<file path="config.mk">
export PLATFORM = sky130hd
export DESIGN_NAME = hvp_ddr_source
export DESIGN_NICKNAME = d
export VERILOG_FILES = /design/src/hdl/hvp_pkg.sv /design/src/hdl/hvp_tick_if.sv /design/src/hdl/hvp_ddr_source.sv /design/src/hdl/hvp_ddr_tick.sv /design/src/hdl/hvp_bus_lane.sv
export SDC_FILE = /design/constraint.sdc
export NUM_CORES = 1
export LEC_CHECK = 0
export BUFFER_PORTS_ARGS = -buffer_cell sky130_fd_sc_hd__buf_2
export CAP_MARGIN = 10
export CORE_MARGIN = 4
export CORE_UTILIZATION = 50
export CTS_BUF_LIST = sky130_fd_sc_hd__clkbuf_8
export DETAILED_ROUTE_END_ITERATION = 16
export PLACE_DENSITY = 0.75
export SYNTH_ARGS = -nofsm -noshare
export SYNTH_HDL_FRONTEND = slang
export SYNTH_SLANG_ARGS = --single-unit
</file>
<file path="constraint.sdc">
create_clock -name i_clk -period 5.55 [get_ports i_clk]
set_clock_uncertainty 0.2 [all_clocks]
set_input_delay 1.3875 -clock i_clk [delete_from_list [all_inputs] [get_ports i_clk]]
set_output_delay 1.3875 -clock i_clk [all_outputs]
set_load 0.005 [all_outputs]
</file>
<file path="src/hdl/hvp_pkg.sv">
// Shared constants, types and helpers for the DDR sample bus driver
package hvp_pkg;

	localparam int CLK_PERIOD_NS = 10;
	localparam int BUS_HALF_NS   = 80;
	localparam int BUS_HALF_CYC  = (BUS_HALF_NS + CLK_PERIOD_NS - 1) / CLK_PERIOD_NS;
	localparam int BUS_MID_CYC   = BUS_HALF_CYC / 2;
	localparam int DIV_W         = 8;

	localparam int NUM_BUS = 4;
	localparam int WORD_W  = 12;
	localparam int ADDR_W  = 4;
	localparam int DATA_W  = 32;

	localparam logic [ADDR_W-1:0] REG_CTRL   = 4'h0;
	localparam logic [ADDR_W-1:0] REG_PERIOD = 4'h4;
	localparam logic [ADDR_W-1:0] REG_STATUS = 4'h8;

	localparam int CTRL_RUN_BIT  = 0;
	localparam int CTRL_MODE_LSB = 1;
	localparam int CTRL_LSB_BIT  = 3;
	localparam int CTRL_RSEL_BIT = 4;
	localparam int CTRL_RES_LSB  = 8;

	localparam logic [3:0]  RES_RESET    = 4'hc;
	localparam logic [7:0]  PERIOD_RESET = 8'h01;
	localparam logic [9:0]  STRB_UNIT    = 10'h004;
	localparam logic [2:0]  GUARD_CLKS   = 3'h4;

	typedef enum logic [1:0] {
		two_bus_per_channel_mode    = 2'h0,
		one_bus_per_channel_mode    = 2'h1,
		four_bus_single_channel_mode = 2'h2
	} hvp_mode_type;

	typedef enum logic [2:0] {
		ST_IDLE  = 3'h1,
		ST_RUN   = 3'h2,
		ST_GUARD = 3'h4
	} hvp_state_type;

	// Buses driven in each mapping
	function automatic logic [NUM_BUS-1:0] bus_enable(input logic [1:0] mode);
		unique case (mode)
			2'h1:    bus_enable = 4'h5;
			2'h0,
			2'h2:    bus_enable = 4'hf;
			default: bus_enable = 4'h0;
		endcase
	endfunction

	// Data line carrying the strobe: twelve minus resolution
	function automatic logic [3:0] lsb_index(input logic [3:0] res);
		if (res == 4'h0 || res > 4'hc) begin
			lsb_index = 4'h0;
		end else begin
			lsb_index = 4'hc - res;
		end
	endfunction

endpackage

</file>
<file path="src/hdl/hvp_tick_if.sv">
// Launch and toggle pulses shared by the divider and the bus lanes
`timescale 1ns/1ps
interface hvp_tick_if;
	logic launch;
	logic toggle;
	modport src (output launch, output toggle);
	modport snk (input launch, input toggle);
endinterface

</file>
<file path="src/hdl/hvp_ddr_source.sv">
// Source side of a four-bus DDR sample port with strobe generation
// Overview of operation
// - Each bus sends its own forwarded clock
// - Earlier samples on lower-lettered buses
// - Two-bus mode: A,B channel A; C,D B
// - One-bus mode: only A and C active
// - Single-channel mode uses all four buses
// - Strobe period multiple of four bus clocks
// - Strobe sent with rising-edge data word
// - Hold LSB zero during role changeover
// - Dedicated strobes low in LSB mode
// - Select pin high under register control
// - All bus strobes launched together
//
// Local design decisions: the register addresses and strobed register access.
`timescale 1ns/1ps
module hvp_ddr_source
	import hvp_pkg::*;
(
	input  wire logic                        i_clk,
	input  wire logic                        i_rst,
	input  wire logic [ADDR_W-1:0]           i_addr,
	input  wire logic [DATA_W-1:0]           i_wdata,
	input  wire logic                        i_we,
	input  wire logic                        i_re,
	output logic      [DATA_W-1:0]           o_rdata,
	input  wire logic                        i_smp_valid,
	input  wire logic [NUM_BUS*WORD_W-1:0]   i_smp_data,
	output logic                             o_smp_ready,
	output logic      [NUM_BUS-1:0]          o_bus_clk,
	output logic      [NUM_BUS*WORD_W-1:0]   o_bus_data,
	output logic      [NUM_BUS-1:0]          o_bus_strobe,
	output logic                             o_sync_n
);
	hvp_tick_if tick_bus ();

	logic                     ctrl_run;
	logic [1:0]               ctrl_mode;
	logic                     ctrl_lsb_req;
	logic                     ctrl_reg_sel;
	logic [3:0]               ctrl_res;
	logic [7:0]               period;
	logic                     underrun;
	hvp_state_type            state;
	hvp_state_type            next_state;
	logic                     phase;
	logic                     lsb_act;
	logic [NUM_BUS-1:0]       bus_en;
	logic [9:0]               strb_cnt;
	logic [2:0]               guard_cnt;
	logic                     rise_launch;
	logic                     strobe_now;
	logic                     streaming;
	logic [3:0]               lsb_idx;
	logic [WORD_W-1:0]        slot [NUM_BUS];
	logic [WORD_W-1:0]        word [NUM_BUS];
	logic                     reg_wr;
	logic                     wr_ctrl;
	logic                     wr_period;
	logic                     clr_underrun;
	logic                     taking;

	hvp_ddr_tick u_tick (
		.i_clk (i_clk),
		.i_rst (i_rst),
		.tk    (tick_bus)
	);

	assign rise_launch = tick_bus.launch & ~phase;
	assign streaming   = (state != ST_IDLE);
	assign lsb_idx     = lsb_index(ctrl_res);
	assign reg_wr      = i_we;
	assign wr_ctrl     = reg_wr && (i_addr == REG_CTRL);
	assign wr_period   = reg_wr && (i_addr == REG_PERIOD);
	assign clr_underrun = reg_wr && (i_addr == REG_STATUS) && i_wdata[0];

	// Stopping launch takes no group; its word is never clocked out
	assign taking      = tick_bus.launch & streaming & (bus_en != '0)
		& ~(rise_launch & (next_state == ST_IDLE));

	// Control register writes
	always_ff @(posedge i_clk or posedge i_rst) begin
		if (i_rst) begin
			ctrl_run     <= 1'b0;
			ctrl_mode    <= 2'h0;
			ctrl_lsb_req <= 1'b0;
			ctrl_reg_sel <= 1'b0;
			ctrl_res     <= RES_RESET;
		end else if (wr_ctrl) begin
			ctrl_run     <= i_wdata[CTRL_RUN_BIT];
			ctrl_mode    <= i_wdata[CTRL_MODE_LSB +: 2];
			ctrl_lsb_req <= i_wdata[CTRL_LSB_BIT];
			ctrl_reg_sel <= i_wdata[CTRL_RSEL_BIT];
			ctrl_res     <= i_wdata[CTRL_RES_LSB +: 4];
		end
	end

	// Strobe period register writes
	always_ff @(posedge i_clk or posedge i_rst) begin
		if (i_rst) begin
			period <= PERIOD_RESET;
		end else if (wr_period) begin
			period <= i_wdata[7:0];
		end
	end

	// Register reads, data one cycle after the strobe
	always_ff @(posedge i_clk or posedge i_rst) begin
		if (i_rst) begin
			o_rdata <= '0;
		end else if (i_re) begin
			unique case (i_addr)
				REG_CTRL:   o_rdata <= {20'h0_0000, ctrl_res, 3'h0, ctrl_reg_sel,
				                        ctrl_lsb_req, ctrl_mode, ctrl_run};
				REG_PERIOD: o_rdata <= {24'h00_0000, period};
				REG_STATUS: o_rdata <= {24'h00_0000, bus_en, ctrl_run & (state == ST_RUN),
				                        lsb_act, (state == ST_GUARD), underrun};
				default:    o_rdata <= '0;
			endcase
		end else begin
			o_rdata <= '0;
		end
	end

	// Word position within the bus clock period
	always_ff @(posedge i_clk or posedge i_rst) begin
		if (i_rst) begin
			phase <= 1'b0;
		end else if (tick_bus.launch) begin
			phase <= ~phase;
		end
	end

	// Bus enables and LSB role change only at a rising-word launch
	always_comb begin
		next_state = state;
		unique case (state)
			ST_IDLE: begin
				if (ctrl_run) begin
					next_state = ST_RUN;
				end
			end
			ST_RUN: begin
				if (!ctrl_run) begin
					next_state = ST_IDLE;
				end else if (ctrl_lsb_req != lsb_act) begin
					next_state = ST_GUARD;
				end
			end
			ST_GUARD: begin
				if (guard_cnt == 3'h0) begin
					next_state = ST_RUN;
				end
			end
			default: next_state = ST_IDLE;
		endcase
	end

	always_ff @(posedge i_clk or posedge i_rst) begin
		if (i_rst) begin
			state <= ST_IDLE;
		end else if (rise_launch) begin
			state <= next_state;
		end
	end

	always_ff @(posedge i_clk or posedge i_rst) begin
		if (i_rst) begin
			guard_cnt <= 3'h0;
		end else if (rise_launch) begin
			if (state == ST_RUN && next_state == ST_GUARD) begin
				guard_cnt <= GUARD_CLKS - 3'h1;
			end else if (state == ST_GUARD && guard_cnt != 3'h0) begin
				guard_cnt <= guard_cnt - 3'h1;
			end
		end
	end

	always_ff @(posedge i_clk or posedge i_rst) begin
		if (i_rst) begin
			lsb_act <= 1'b0;
		end else if (rise_launch) begin
			if (state == ST_IDLE || (state == ST_GUARD && guard_cnt == 3'h0)) begin
				lsb_act <= ctrl_lsb_req;
			end
		end
	end

	always_ff @(posedge i_clk or posedge i_rst) begin
		if (i_rst) begin
			bus_en <= '0;
		end else if (rise_launch) begin
			bus_en <= (next_state == ST_IDLE) ? '0 : bus_enable(ctrl_mode);
		end
	end

	// Select pin: tied high when the register bit moves the LSB role
	always_ff @(posedge i_clk or posedge i_rst) begin
		if (i_rst) begin
			o_sync_n <= 1'b1;
		end else if (ctrl_reg_sel) begin
			o_sync_n <= 1'b1;
		end else begin
			o_sync_n <= ~((state == ST_GUARD) ? ctrl_lsb_req : lsb_act);
		end
	end

	// Shared strobe counter keeps every bus strobe on the same word
	// No strobe on the launch that enters a changeover
	assign strobe_now = (state == ST_RUN) && (next_state == ST_RUN) && ~phase
		&& (period != 8'h00) && (strb_cnt == 10'h000);

	always_ff @(posedge i_clk or posedge i_rst) begin
		if (i_rst) begin
			strb_cnt <= 10'h000;
		end else if (rise_launch) begin
			if (state != ST_RUN) begin
				strb_cnt <= 10'h000;
			end else if (strb_cnt == 10'h000) begin
				strb_cnt <= 10'({2'h0, period} * STRB_UNIT) - 10'h001;
			end else begin
				strb_cnt <= strb_cnt - 10'h001;
			end
		end
	end

	// Sample group taken at each launch while streaming with a bus enabled
	always_ff @(posedge i_clk or posedge i_rst) begin
		if (i_rst) begin
			o_smp_ready <= 1'b0;
		end else begin
			o_smp_ready <= taking & i_smp_valid;
		end
	end

	// Missing group is sent as zeros; a new underrun beats the clear
	always_ff @(posedge i_clk or posedge i_rst) begin
		if (i_rst) begin
			underrun <= 1'b0;
		end else begin
			underrun <= (underrun & ~clr_underrun) | (taking & ~i_smp_valid);
		end
	end

	// Slot to bus mapping, earliest sample on the lowest bus
	always_comb begin
		for (int s = 0; s < NUM_BUS; s++) begin
			slot[s] = i_smp_valid ? i_smp_data[s*WORD_W +: WORD_W] : '0;
		end
		for (int b = 0; b < NUM_BUS; b++) begin
			word[b] = slot[b];
		end
		if (ctrl_mode == 2'h1) begin
			word[0] = slot[0];
			word[1] = '0;
			word[2] = slot[1];
			word[3] = '0;
		end
	end

	genvar g;
	generate
		for (g = 0; g < NUM_BUS; g++) begin : g_lane
			hvp_bus_lane u_lane (
				.i_clk      (i_clk),
				.i_rst      (i_rst),
				.tk         (tick_bus),
				.i_en       (bus_en[g]),
				.i_word     (word[g]),
				.i_strobe   (strobe_now),
				.i_lsb_mode (lsb_act),
				.i_lsb_zero (state == ST_GUARD),
				.i_lsb_idx  (lsb_idx),
				.o_clk      (o_bus_clk[g]),
				.o_data     (o_bus_data[g*WORD_W +: WORD_W]),
				.o_strb     (o_bus_strobe[g])
			);
		end
	endgenerate

endmodule

</file>
<file path="src/hdl/hvp_ddr_tick.sv">
// Divider making the forwarded bus clock timing from the system clock
`timescale 1ns/1ps
module hvp_ddr_tick
	import hvp_pkg::*;
(
	input  wire logic i_clk,
	input  wire logic i_rst,
	hvp_tick_if.src   tk
);
	logic [DIV_W-1:0] count;

	always_ff @(posedge i_clk or posedge i_rst) begin
		if (i_rst) begin
			count <= '0;
		end else if (count == DIV_W'(BUS_HALF_CYC - 1)) begin
			count <= '0;
		end else begin
			count <= count + 1'b1;
		end
	end

	// Data launches at the start of each half period, clock edge mid-eye
	assign tk.launch = (count == '0);
	assign tk.toggle = (count == DIV_W'(BUS_MID_CYC));

endmodule

</file>
<file path="src/hdl/hvp_bus_lane.sv">
// One 12-bit DDR bus with its forwarded clock and dedicated strobe
`timescale 1ns/1ps
module hvp_bus_lane
	import hvp_pkg::*;
(
	input  wire logic              i_clk,
	input  wire logic              i_rst,
	hvp_tick_if.snk                tk,
	input  wire logic              i_en,
	input  wire logic [WORD_W-1:0] i_word,
	input  wire logic              i_strobe,
	input  wire logic              i_lsb_mode,
	input  wire logic              i_lsb_zero,
	input  wire logic [3:0]        i_lsb_idx,
	output logic                   o_clk,
	output logic [WORD_W-1:0]      o_data,
	output logic                   o_strb
);
	logic [WORD_W-1:0] next_data;

	always_comb begin
		next_data = i_en ? i_word : '0;
		if (i_lsb_zero) begin
			next_data[i_lsb_idx] = 1'b0;
		end else if (i_lsb_mode) begin
			next_data[i_lsb_idx] = i_en & i_strobe;
		end
	end

	always_ff @(posedge i_clk or posedge i_rst) begin
		if (i_rst) begin
			o_data <= '0;
			o_strb <= 1'b0;
		end else if (tk.launch) begin
			o_data <= next_data;
			o_strb <= i_en & i_strobe & ~i_lsb_mode & ~i_lsb_zero;
		end
	end

	always_ff @(posedge i_clk or posedge i_rst) begin
		if (i_rst) begin
			o_clk <= 1'b0;
		end else if (tk.toggle) begin
			o_clk <= i_en & ~o_clk;
		end
	end

endmodule

</file>
==> summary.md, run 1 <==
| Metric | Value |
|---|---|
| Unrepaired setup endpoints after global routing | no |
| Setup TNS | 0 ns |
| Synth Area per Inst | between 9 and 10 µm² |
| HP Class | reg2reg |
| Worst setup path class | reg2reg |
| Endpoints failing setup | 0 |
| Total track usage | 0.237 |
| Clock-pin transition on the worst setup and hold timing paths | around 0.07 ns |
| Share of cells above drive strength 1 | 0.285 |
| Antenna diodes | 0 |
| FMAX | between 200 and 300 MHz |
| Initial core utilization | 0.512 |
| Total setup buffers inserted after CTS | 0 |
| FF-to-FF path depth | 7 |
| Worst Path Required | 5.69 ns |
| Crit path cell chain | inv_1 > ha_1 > or4b_1 > nor3_2 > nand3_1 > or4_4 > o21ai_0 |
| DIE WIDTH | roughly 120 µm |
| Synth area leaders | dfrtp_1, o21ai_0, mux2_2 |
| Seq/Total Area, Yosys | 0.463 |
| Max FO, Critical Path | 12 |
| Core Region | roughly 0.012 mm² |
| Crit path DAT | approximately 3.7 ns |
| Flop2flop setup slack | 2.03 ns |
| Startpoint Class | register |
| Synth area leader | dfrtp_1 |
| Die area | 0.0142 mm² |
| Antenna Nets Post-Route | 0 |
| Clock root cell | clkbuf_8 |
| Reg-to-reg startpoint | strb_cnt[0] |
| Worst-Margin Slew | about 1.1 ns |
| Clk buf depth | 2 |
| Die height | 119 µm |
| Synth warn | 0 |
| Critical path destination | g_lane[1].u_lane.o_data[8] |
| Maximum number of pins on one net before global-route repair | between 80 and 90 |
| Initial antenna violation count | 0 |
| DRT iter0 DRCs | 530 |
| Final WL | 16.8 mm |
| Pwr Density | 319 mW/mm² |
| Nets | approximately 840 |
| Final GP Congestion | approximately 0.86 |
| Max-Cap Viols | 0 |
| Most frequent cells in the layout | buf_2, dfrtp_1, o21ai_0 |
| Fillers | between 1,000 and 1,500 |
| Register Area | 0.00286 mm² |
| Most common cell after layout, fill and taps aside | buf_2 |
| Max VDD drop | ~0.18 mV |
| Count of input and output buffers | 138 |
| Routed via count | ~5,400 |
| Cells after Synth | ~630 |
| Hold buffer count at cts | 0 |
| H-tree Lvls | 4 |
| Post-CTS sizing | 0 |
| CP Launch Point | strb_cnt[0] |
| Drt first pass iters | 5 |
| Final period util | 0.635 |
| Post-DP HPWL | roughly 12 mm |
| Post-synthesis cell area | roughly 0.0062 mm² |
| Num rows | 40 |
| Count of flip-flops with a built-in enable after synthesis | 0 |
| Remaining Overflow, GRT | 0 |
| Slew headroom | 0.282 |
| Synthesized flop and latch total | around 110 |
| First-pass GRT wire length | approximately 27 mm |
| Placed cell count | 890 |
| Worst skew pair latency | around 0.44 ns |
| Crit-path max cell delay | slightly below 0.7 ns |
| Minimum clock period | between 3 and 4 ns |
| Vias in the first global route | ~5,400 |
| Cell variety after synth | 64 |
| Num CTS Buffers | 17 |
| Vias per cell | around 5.9 |
| Crit-path slowest cell | or4_4 |
| Non-Filler Instances | roughly 900 |
| Synth async-reset ratio | 1.00 |
| FF-to-FF End | g_lane[1].u_lane.o_data[8] |
| Area growth syn-to-layout | 16.0% |
| Leakage | approximately 0.0036 µW |
| CTS tree | done |
| Number of remaining DRC errors | 0 |
| Final Max Slew Viols | 0 |
| WL per Instance | 18.2 µm |
| Hold Vio Cnt, Final | 0 |
| Sink Count | 114 |
| Share of the synthesized area in the top cell type | 0.441 |
| Status | completed |
| Multi-input gate area | between 0.002 and 0.003 mm² |
| Synth Flop Type | dfrtp_1 |
| I/O pin total | ~180 |
| Worst setup EP type | register |
## report_power, final
part / internal, µW / leakage (µW) / switching [µW] / total [µW]
clock: 389 / 0.000211 / 326 / 714
sequential: 917 / 0.00153 / 113 / 1030
combinational: 226 / 0.00189 / 316 / 543
total: 1530 / 0.00362 / 755 / 2290
## registers in the layout, indices dropped and copies added, names as in the netlist, 3 cells and up
register,count
g_lane.u_lane.o_data,48
o_rdata,12
strb_cnt,10
period,8
u_tick.count,8
ctrl_res,4
g_lane.u_lane.o_clk,4
guard_cnt,3
state,3
## cell families (layout without fill, tap and decap cells)
group / Yosys count / after routing / share of synthesized area
simple gates: 198 / 198 / 0.173
buf+inv: 86 / 193 / 0.0723
compound gates: 168 / 168 / 0.188
fa+ha+maj: 8 / 8 / 0.0162
xor+xnor: 12 / 12 / 0.0170
other cells: 1 / 20 / 0.000607
mux: 41 / 41 / 0.0706
flops: 114 / 114 / 0.463
## routing by layer
metal,global-route usage,wire length (µm),share of wire
met5,0,0,0
met4,0.0862,399,0.024
met3,0.0679,1400,0.084
met2,0.385,8170,0.49
met1,0.300,6800,0.41
## worst min-delay path by stage
stage                                      start                     end  cells past startpoint
final                     g_lane[3].u_lane.o_clk  g_lane[3].u_lane.o_clk                      1
after global routing             u_tick.count[7]         u_tick.count[7]                      1
after CTS                 g_lane[3].u_lane.o_clk  g_lane[3].u_lane.o_clk                      1
after detailed placement         u_tick.count[7]         u_tick.count[7]                      1
after global placement    g_lane[3].u_lane.o_clk  g_lane[3].u_lane.o_clk                      1
after floorplan                  u_tick.count[7]         u_tick.count[7]                      1
## synthesized netlist by cell type (all sizes together) (11+ instances only)
library cell  number
a21oi             17
clkbuf            29
a2bb2oi           11
mux2i             20
nor4              11
nor2              40
nand3             18
mux2              21
buf               36
o21ai             62
a32oi             17
dfrtp            109
nor3              23
nand2             38
inv               21
## final cells by class
type,count,share of cell area
Clock buffer,21,0.0403
Timing Repair Buffer,140,0.0984
Inverter,21,0.0113
Tap cell,168,0.0293
Sequential cell,114,0.399
Clock inverter,11,0.0103
Multi-Input combinational cell,447,0.412
## stage by stage
step                total power, µW   util  hold slack [ns]  worst slack (ns)  area (µm²)
floorplan                      1420      -            0.237             0.955        6250
global placement               1560  0.564            0.254              2.17        6810
detailed placement             1580  0.564            0.260              2.12        6810
CTS                            2290  0.595            0.272              2.04        7170
global route                   2410  0.595            0.285              1.82        7170
finish                         2290  0.595            0.267              2.03        7170
## critical path: cells and delay by family, from the launching register on
| family | cells | cell delay [ns] |
|---|---|---|
| buffers and inverters | 1 | 0.10 |
| AOI/OAI and AO/OA | 1 | 0.24 |
| adders and majority gates | 1 | 0.23 |
| and+or+nand+nor | 4 | 2.24 |
| DFF | 1 | 0.40 |
No activity file was read; power rests on OpenSTA's default activity.
==> run 2: changes to the inputs <==
clock period = 3.4 ns   (was 5.55 ns; I/O delays follow)
==> run 2 against run 1 <==
First-iteration DRC count shrank 9.1%. Cell count grew 0.98%. Worst hold slack gained 0.0013 ns. Via count grew 0.59%. Non-clock buffer count grew 10. Register-to-register slack lost 1.6 ns. Sequential power grew 63%. Sequential share of layout area shrank 0.60 points. Sequential cell count is the same. Wire length shrank 0.21%. Final area grew 1.5%. Worst setup slack lost 1.6 ns.
==> summary.md, run 2 (same netlist as run 1, synthesis figures left out) <==
| Metric | Value |
|---|---|
| Post-CTS sizing | 0 (unchanged) |
| Hold Path Origin | g_lane[3].u_lane.o_clk (unchanged) |
| Worst hold slack | 0.268 ns (was 0.267 ns) |
| Crit path cell chain | inv_1 > ha_1 > or4b_1 > nor3_2 > buf_4 > nand3_2 > nor4_1 > a211o_1 (was inv_1 > ha_1 > or4b_1 > nor3_2 > nand3_1 > or4_4 > o21ai_0) |
| Drt first pass iters | 5 (unchanged) |
| Reg-to-reg startpoint | strb_cnt[0] (unchanged) |
| Hold depth | 1 (unchanged) |
| Routed via count | 5,439 (was 5,407) |
| Placed Area | 0.00690 mm² (was 0.00681 mm²) |
| H-tree Lvls | 4 (unchanged) |
| Worst-Margin Slew | 0.852 ns (was 1.07 ns) |
| Unrepaired setup endpoints after global routing | no (unchanged) |
| Initial antenna violation count | 0 (unchanged) |
| Reg with most FFs | g_lane.u_lane.o_data (unchanged) |
| Fillers | 1,048 (was 1,045) |
| First-pass GRT wire length | 27.0 mm (about the same) |
| FF-to-FF path depth | 8 (was 7) |
| Most common cell after layout, fill and taps aside | buf_2 (unchanged) |
| Startpoint Class | register (unchanged) |
| Final period util | 0.872 (was 0.635) |
| Antenna diodes | 0 (unchanged) |
| DIE WIDTH | 119 µm (unchanged) |
| Post-layout instance area | 0.00728 mm² (was 0.00717 mm²) |
| Minimum clock period | 2.97 ns (was 3.52 ns) |
| I/O pin total | 179 (unchanged) |
| Status | completed (unchanged) |
| Top cell family by delay on the critical path | simple AND/OR/NAND/NOR gates (unchanged) |
| Vias per cell | 5.84 (was 5.86) |
| CTS tree | done (unchanged) |
| M2 GR Usage | 0.392 (was 0.385) |
| Hold Vio Cnt, Final | 0 (unchanged) |
| Die height | 119 µm (unchanged) |
| Total track usage | 0.236 (was 0.237) |
| WHS Endpoint | g_lane[3].u_lane.o_clk (unchanged) |
| HP Class | reg2reg (unchanged) |
| Slew headroom | 0.432 (was 0.282) |
| Hold buffer count at cts | 0 (unchanged) |
| Crit-path max cell delay | 0.60 ns (was 0.69 ns) |
| CP Buf/Inv Count | 2 (was 1) |
| Pwr Density | 526 mW/mm² (was 319 mW/mm²) |
| Final Max Slew Viols | 0 (unchanged) |
| Area growth syn-to-layout | 17.8% (was 16.0%) |
| Antenna Nets Post-Route | 0 (unchanged) |
| Num CTS Buffers | 17 (unchanged) |
| Remaining Overflow, GRT | 0 (unchanged) |
| Crit-path slowest cell | or4b_1 (was or4_4) |
| Crit path DAT | 3.14 ns (was 3.66 ns) |
| FF-to-FF End | g_lane[1].u_lane.o_data[2] (was g_lane[1].u_lane.o_data[8]) |
| Max reg flops | 48 (unchanged) |
| Clk buf depth | 2 (unchanged) |
| Maximum number of pins on one net before global-route repair | 115 (was 85) |
| Final WL | 16.7 mm (was 16.8 mm) |
| Worst setup path class | reg2reg (unchanged) |
| Worst skew pair latency | 0.43 ns (was 0.44 ns) |
| Share of cells above drive strength 1 | 0.294 (was 0.285) |
| Nets | 848 (was 838) |
| Core Region | 0.0121 mm² (unchanged) |
| Endpoints failing setup | 0 (unchanged) |
| Setup TNS | 0 ns (unchanged) |
| Final GP Congestion | 0.858 (was 0.860) |
| Max-Cap Viols | 0 (unchanged) |
| GR peak layer | met2 (unchanged) |
| Total setup buffers inserted after CTS | 0 (unchanged) |
| Post-DP HPWL | 12.4 mm (was 12.3 mm) |
| Worst setup EP type | register (unchanged) |
| WL per Instance | 18.0 µm (was 18.2 µm) |
| GRT met1 Usage | 0.302 (was 0.300) |
| Most frequent cells in the layout | buf_2, dfrtp_1, o21ai_0 (unchanged) |
| Flop2flop setup slack | 0.43 ns (was 2.03 ns) |
| Clock-pin transition on the worst setup and hold timing paths | 0.07 ns (about the same) |
| Leakage | 0.00368 µW (was 0.00362 µW) |
| Initial core utilization | 0.512 (unchanged) |
| Vias in the first global route | 5,375 (was 5,378) |
| Clock root cell | clkbuf_8 (unchanged) |
| Largest regs | g_lane.u_lane.o_data (48), o_rdata (12), strb_cnt (10) (unchanged) |
| FMAX | 337 MHz (was 284 MHz) |
| Number of remaining DRC errors | 0 (unchanged) |
| Pwr Total | 3830 µW (was 2290 µW) |
| Count of input and output buffers | 138 (unchanged) |
| Worst Path Required | 3.57 ns (was 5.69 ns) |
| Sink Count | 114 (unchanged) |
| Max FO, Critical Path | 10 (was 12) |
| DRT iter0 DRCs | 482 (was 530) |
| Num rows | 40 (unchanged) |
| Max VDD drop | 0.361 mV (was 0.184 mV) |
| Die area | 0.0142 mm² (unchanged) |
| Grt met3 use | 0.0636 (was 0.0679) |
[run 2: cell types whose count changed in the layout (fill, tap and decap cells not counted), sizes merged]
cell / before / now
clkinvlp: 0 / 1
buf: 140 / 150
clkinv: 5 / 3
inv: 26 / 25
bufinv: 1 / 2
[run 2: per-layer routing]
metal / routed length [µm] / part of all wire
met1: 6960 / 0.42
met2: 8280 / 0.49
met3: 1220 / 0.073
met4: 272 / 0.016
met5: 0 / 0
[run 2: worst max-delay path by stage]
stage / startpoint / end / slack (ns) / cells past startpoint
CTS: strb_cnt[0] / g_lane[1].u_lane.o_data[8] / 0.46 / 7
floorplan: strb_cnt[0] / g_lane[1].u_lane.o_data[3] / 0.86 / 9
finish: strb_cnt[0] / g_lane[1].u_lane.o_data[2] / 0.43 / 8
detailed placement: strb_cnt[0] / g_lane[1].u_lane.o_data[8] / 0.50 / 7
global placement: strb_cnt[0] / g_lane[1].u_lane.o_data[8] / 0.58 / 7
global route: strb_cnt[1] / g_lane[3].u_lane.o_data[2] / 0.25 / 8
[run 2: cell type report]
| type | instances | area, µm² | area share |
|---|---|---|---|
| clock buffer | 21 | 289 | 0.0397 |
| clock inverter | 10 | 93.8 | 0.0129 |
| inverter | 21 | 82.6 | 0.0113 |
| multi-input combinational | 447 | 2950 | 0.405 |
| sequential | 114 | 2860 | 0.393 |
| tap | 168 | 210 | 0.0289 |
| timing repair buffer | 150 | 793 | 0.109 |
[run 2: report_power, final]
part	leakage, µW	switching, µW	internal [µW]
registers	0.00153	188	1500
logic	0.00193	524	389
clock network	0.000218	525	708
[run 2: metrics by stage]
| stage | cells | utilization | setup slack [ns] |
|---|---|---|---|
| floorplan | 647 | - | 0.863 |
| detailed placement | 900 | 0.572 | 0.497 |
| CTS | 931 | 0.604 | 0.464 |
| global route | 931 | 0.604 | 0.254 |
| global placement | 900 | 0.572 | 0.582 |
| finish | 931 | 0.604 | 0.434 |
==> run 3: changes to the inputs <==
CELL_PAD_IN_SITES_DETAIL_PLACEMENT = 1   (was not set)
CELL_PAD_IN_SITES_GLOBAL_PLACEMENT = 2   (was not set)
CORE_UTILIZATION = 33   (was 50)
PLACE_DENSITY = 0.81   (was 0.75)
==> run 3 against run 2 <==
Core utilization is 20 points lower. Maximum frequency is 1.6% lower. Power is 5.3% higher. Sequential share of layout area is 0.73 points lower. Largest cell class unchanged. Sequential cell count stayed put. Via count is 0.20% lower. Highest routed layer unchanged. Count of clock-buffer cells in the layout is 2 lower. Critical path depth is 1 lower. Wire length is 20% higher. Critical path type unchanged. Worst hold slack better by 0.013 ns. Register-to-register slack worse by 0.05 ns. Global-route usage is 4.5 points lower.
==> summary.md, run 3 (same netlist as run 1, synthesis figures left out) <==
| Metric | Value |
|---|---|
| Count of input and output buffers | 138 (unchanged) |
| Setup WS pre-CTS | 0.392 ns (was 0.497 ns) |
| Reg with most FFs | g_lane.u_lane.o_data (unchanged) |
| Worst-Margin Slew | 1.06 ns (was 0.852 ns) |
| Share of cells above drive strength 1 | 0.300 (was 0.294) |
| Final period util | 0.887 (was 0.872) |
| WL met3 | 1.08 mm (was 1.22 mm) |
| Leakage | 0.00369 µW (was 0.00368 µW) |
| Final WL | 20.0 mm (was 16.7 mm) |
| Worst setup EP type | register (unchanged) |
| Multi-input gate area | 0.00295 mm² (unchanged) |
| Post-layout instance area | 0.00742 mm² (was 0.00728 mm²) |
| Fillers | 2,089 (was 1,048) |
| Vias per cell | 5.46 (was 5.84) |
| Initial antenna violation count | 0 (unchanged) |
| WL per Instance | 20.1 µm (was 18.0 µm) |
| Max reg flops | 48 (unchanged) |
| Area growth syn-to-layout | 20.0% (was 17.8%) |
| Setup TNS | 0 ns (unchanged) |
| Antenna diodes | 0 (unchanged) |
| Drt first pass iters | 4 (was 5) |
| Post-CTS sizing | 0 (unchanged) |
| Most common cell after layout, fill and taps aside | buf_2 (unchanged) |
| Post-DP HPWL | 15.1 mm (was 12.4 mm) |
| FMAX | 332 MHz (was 337 MHz) |
| Worst Path Required | 3.56 ns (was 3.57 ns) |
| Initial core utilization | 0.339 (was 0.512) |
| Most frequent cells in the layout | buf_2, dfrtp_1, o21ai_0 (unchanged) |
| Remaining Overflow, GRT | 0 (unchanged) |
| Final Max Slew Viols | 0 (unchanged) |
| Crit path DAT | 3.18 ns (was 3.14 ns) |
| First-pass GRT wire length | 31.3 mm (was 27.0 mm) |
| I/O pin total | 179 (unchanged) |
| H-tree Lvls | 4 (unchanged) |
| Core Region | 0.0182 mm² (was 0.0121 mm²) |
| Pwr Total | 4030 µW (was 3830 µW) |
| Sink Count | 114 (unchanged) |
| Slew headroom | 0.293 (was 0.432) |
| Vias in the first global route | 5,674 (was 5,375) |
| CTS tree | done (unchanged) |
| Final Core Density | 0.407 (was 0.604) |
| Startpoint Class | register (unchanged) |
| Hold Path Origin | g_lane[3].u_lane.o_clk (unchanged) |
| Top sig layer | met4 (unchanged) |
| Max-Cap Viols | 0 (unchanged) |
| Routed via count | 5,428 (was 5,439) |
| Endpoints failing setup | 0 (unchanged) |
| Routed wl met2 | 9.84 mm (was 8.28 mm) |
| Clk buf depth | 2 (unchanged) |
| Num CTS Buffers | 17 (unchanged) |
| WHS Endpoint | g_lane[3].u_lane.o_clk (unchanged) |
| Clock root cell | clkbuf_8 (unchanged) |
| Minimum clock period | 3.02 ns (was 2.97 ns) |
| FF-to-FF path depth | 7 (was 8) |
| Clock-pin transition on the worst setup and hold timing paths | 0.08 ns (was 0.07 ns) |
| Die area | 0.0210 mm² (was 0.0142 mm²) |
| Pwr Density | 543 mW/mm² (was 526 mW/mm²) |
| Num rows | 49 (was 40) |
| Antenna Nets Post-Route | 0 (unchanged) |
| Flop2flop setup slack | 0.38 ns (was 0.43 ns) |
| Setup ws final | 0.384 ns (was 0.434 ns) |
| HP Class | reg2reg (unchanged) |
| Total track usage | 0.192 (was 0.236) |
| DRT iter0 DRCs | 280 (was 482) |
| Hold buffer count at cts | 0 (unchanged) |
| DIE WIDTH | 145 µm (was 119 µm) |
| Largest regs | g_lane.u_lane.o_data (48), o_rdata (12), strb_cnt (10) (unchanged) |
| Nets | 850 (was 848) |
| Unrepaired setup endpoints after global routing | no (unchanged) |
| Reg-to-reg startpoint | strb_cnt[0] (unchanged) |
| Placed Area | 0.00699 mm² (was 0.00690 mm²) |
| Die height | 145 µm (was 119 µm) |
| Hold Vio Cnt, Final | 0 (unchanged) |
| Metal1 wirelength | 8.87 mm (was 6.96 mm) |
| Maximum number of pins on one net before global-route repair | 56 (was 115) |
| Max VDD drop | 0.248 mV (was 0.361 mV) |
| Worst setup path class | reg2reg (unchanged) |
| FF-to-FF End | g_lane[1].u_lane.o_data[9] (was g_lane[1].u_lane.o_data[2]) |
| Number of remaining DRC errors | 0 (unchanged) |
| Final GP Congestion | 0.832 (was 0.858) |
| Total setup buffers inserted after CTS | 0 (unchanged) |
| Status | completed (unchanged) |
| Worst skew pair latency | 0.45 ns (was 0.43 ns) |
| Hold depth | 1 (unchanged) |
| Register Area | 0.00286 mm² (unchanged) |
| Max FO, Critical Path | 12 (was 10) |
run 3: how the worst max path moves through the flow:
stage / start / to / slack [ns] / depth (start not counted)
after floorplan: strb_cnt[0] / g_lane[1].u_lane.o_data[3] / 0.86 / 9
after global placement: strb_cnt[0] / g_lane[1].u_lane.o_data[8] / 0.44 / 7
after detailed placement: strb_cnt[0] / g_lane[1].u_lane.o_data[9] / 0.39 / 7
after CTS: strb_cnt[0] / g_lane[1].u_lane.o_data[8] / 0.38 / 7
after global routing: strb_cnt[0] / g_lane[1].u_lane.o_data[8] / 0.17 / 7
final: strb_cnt[0] / g_lane[1].u_lane.o_data[9] / 0.38 / 7
run 3: through the flow:
stage	std cells	hold WS, ns
floorplan	647	0.237
detailed placement	963	0.270
global placement	963	0.255
global route	995	0.297
finish	995	0.282
CTS	995	0.289
run 3: per-layer routing:
layer	vias up	GRT usage
met1	2753	0.256
li1	2507	-
met4	0	0.0614
met5	-	0
met3	18	0.0394
met2	150	0.312
run 3: report_power, final:
group | switching [µW] | internal, µW | leakage, µW
registers | 196 | 1500 | 0.00153
logic | 552 | 385 | 0.00194
clock network | 578 | 825 | 0.000224
total | 1330 | 2710 | 0.00369
run 3: worst max-delay path, stage by stage, from the launching register on:
cell,delay (ns)
dfrtp_1,0.40
inv_1,0.10
ha_1,0.23
or4b_1,0.62
nor3_2,0.23
nand3_1,0.26
or4_4,0.70
o21ai_0,0.19
run 3: area by class of cell:
cell class | instances | area share
clock inverters | 13 | 0.0226
well taps | 229 | 0.0386
inverters | 21 | 0.0111
flip-flops and latches | 114 | 0.385
clock buffers | 19 | 0.0353
multi-input cells | 447 | 0.398
repair buffers | 152 | 0.109
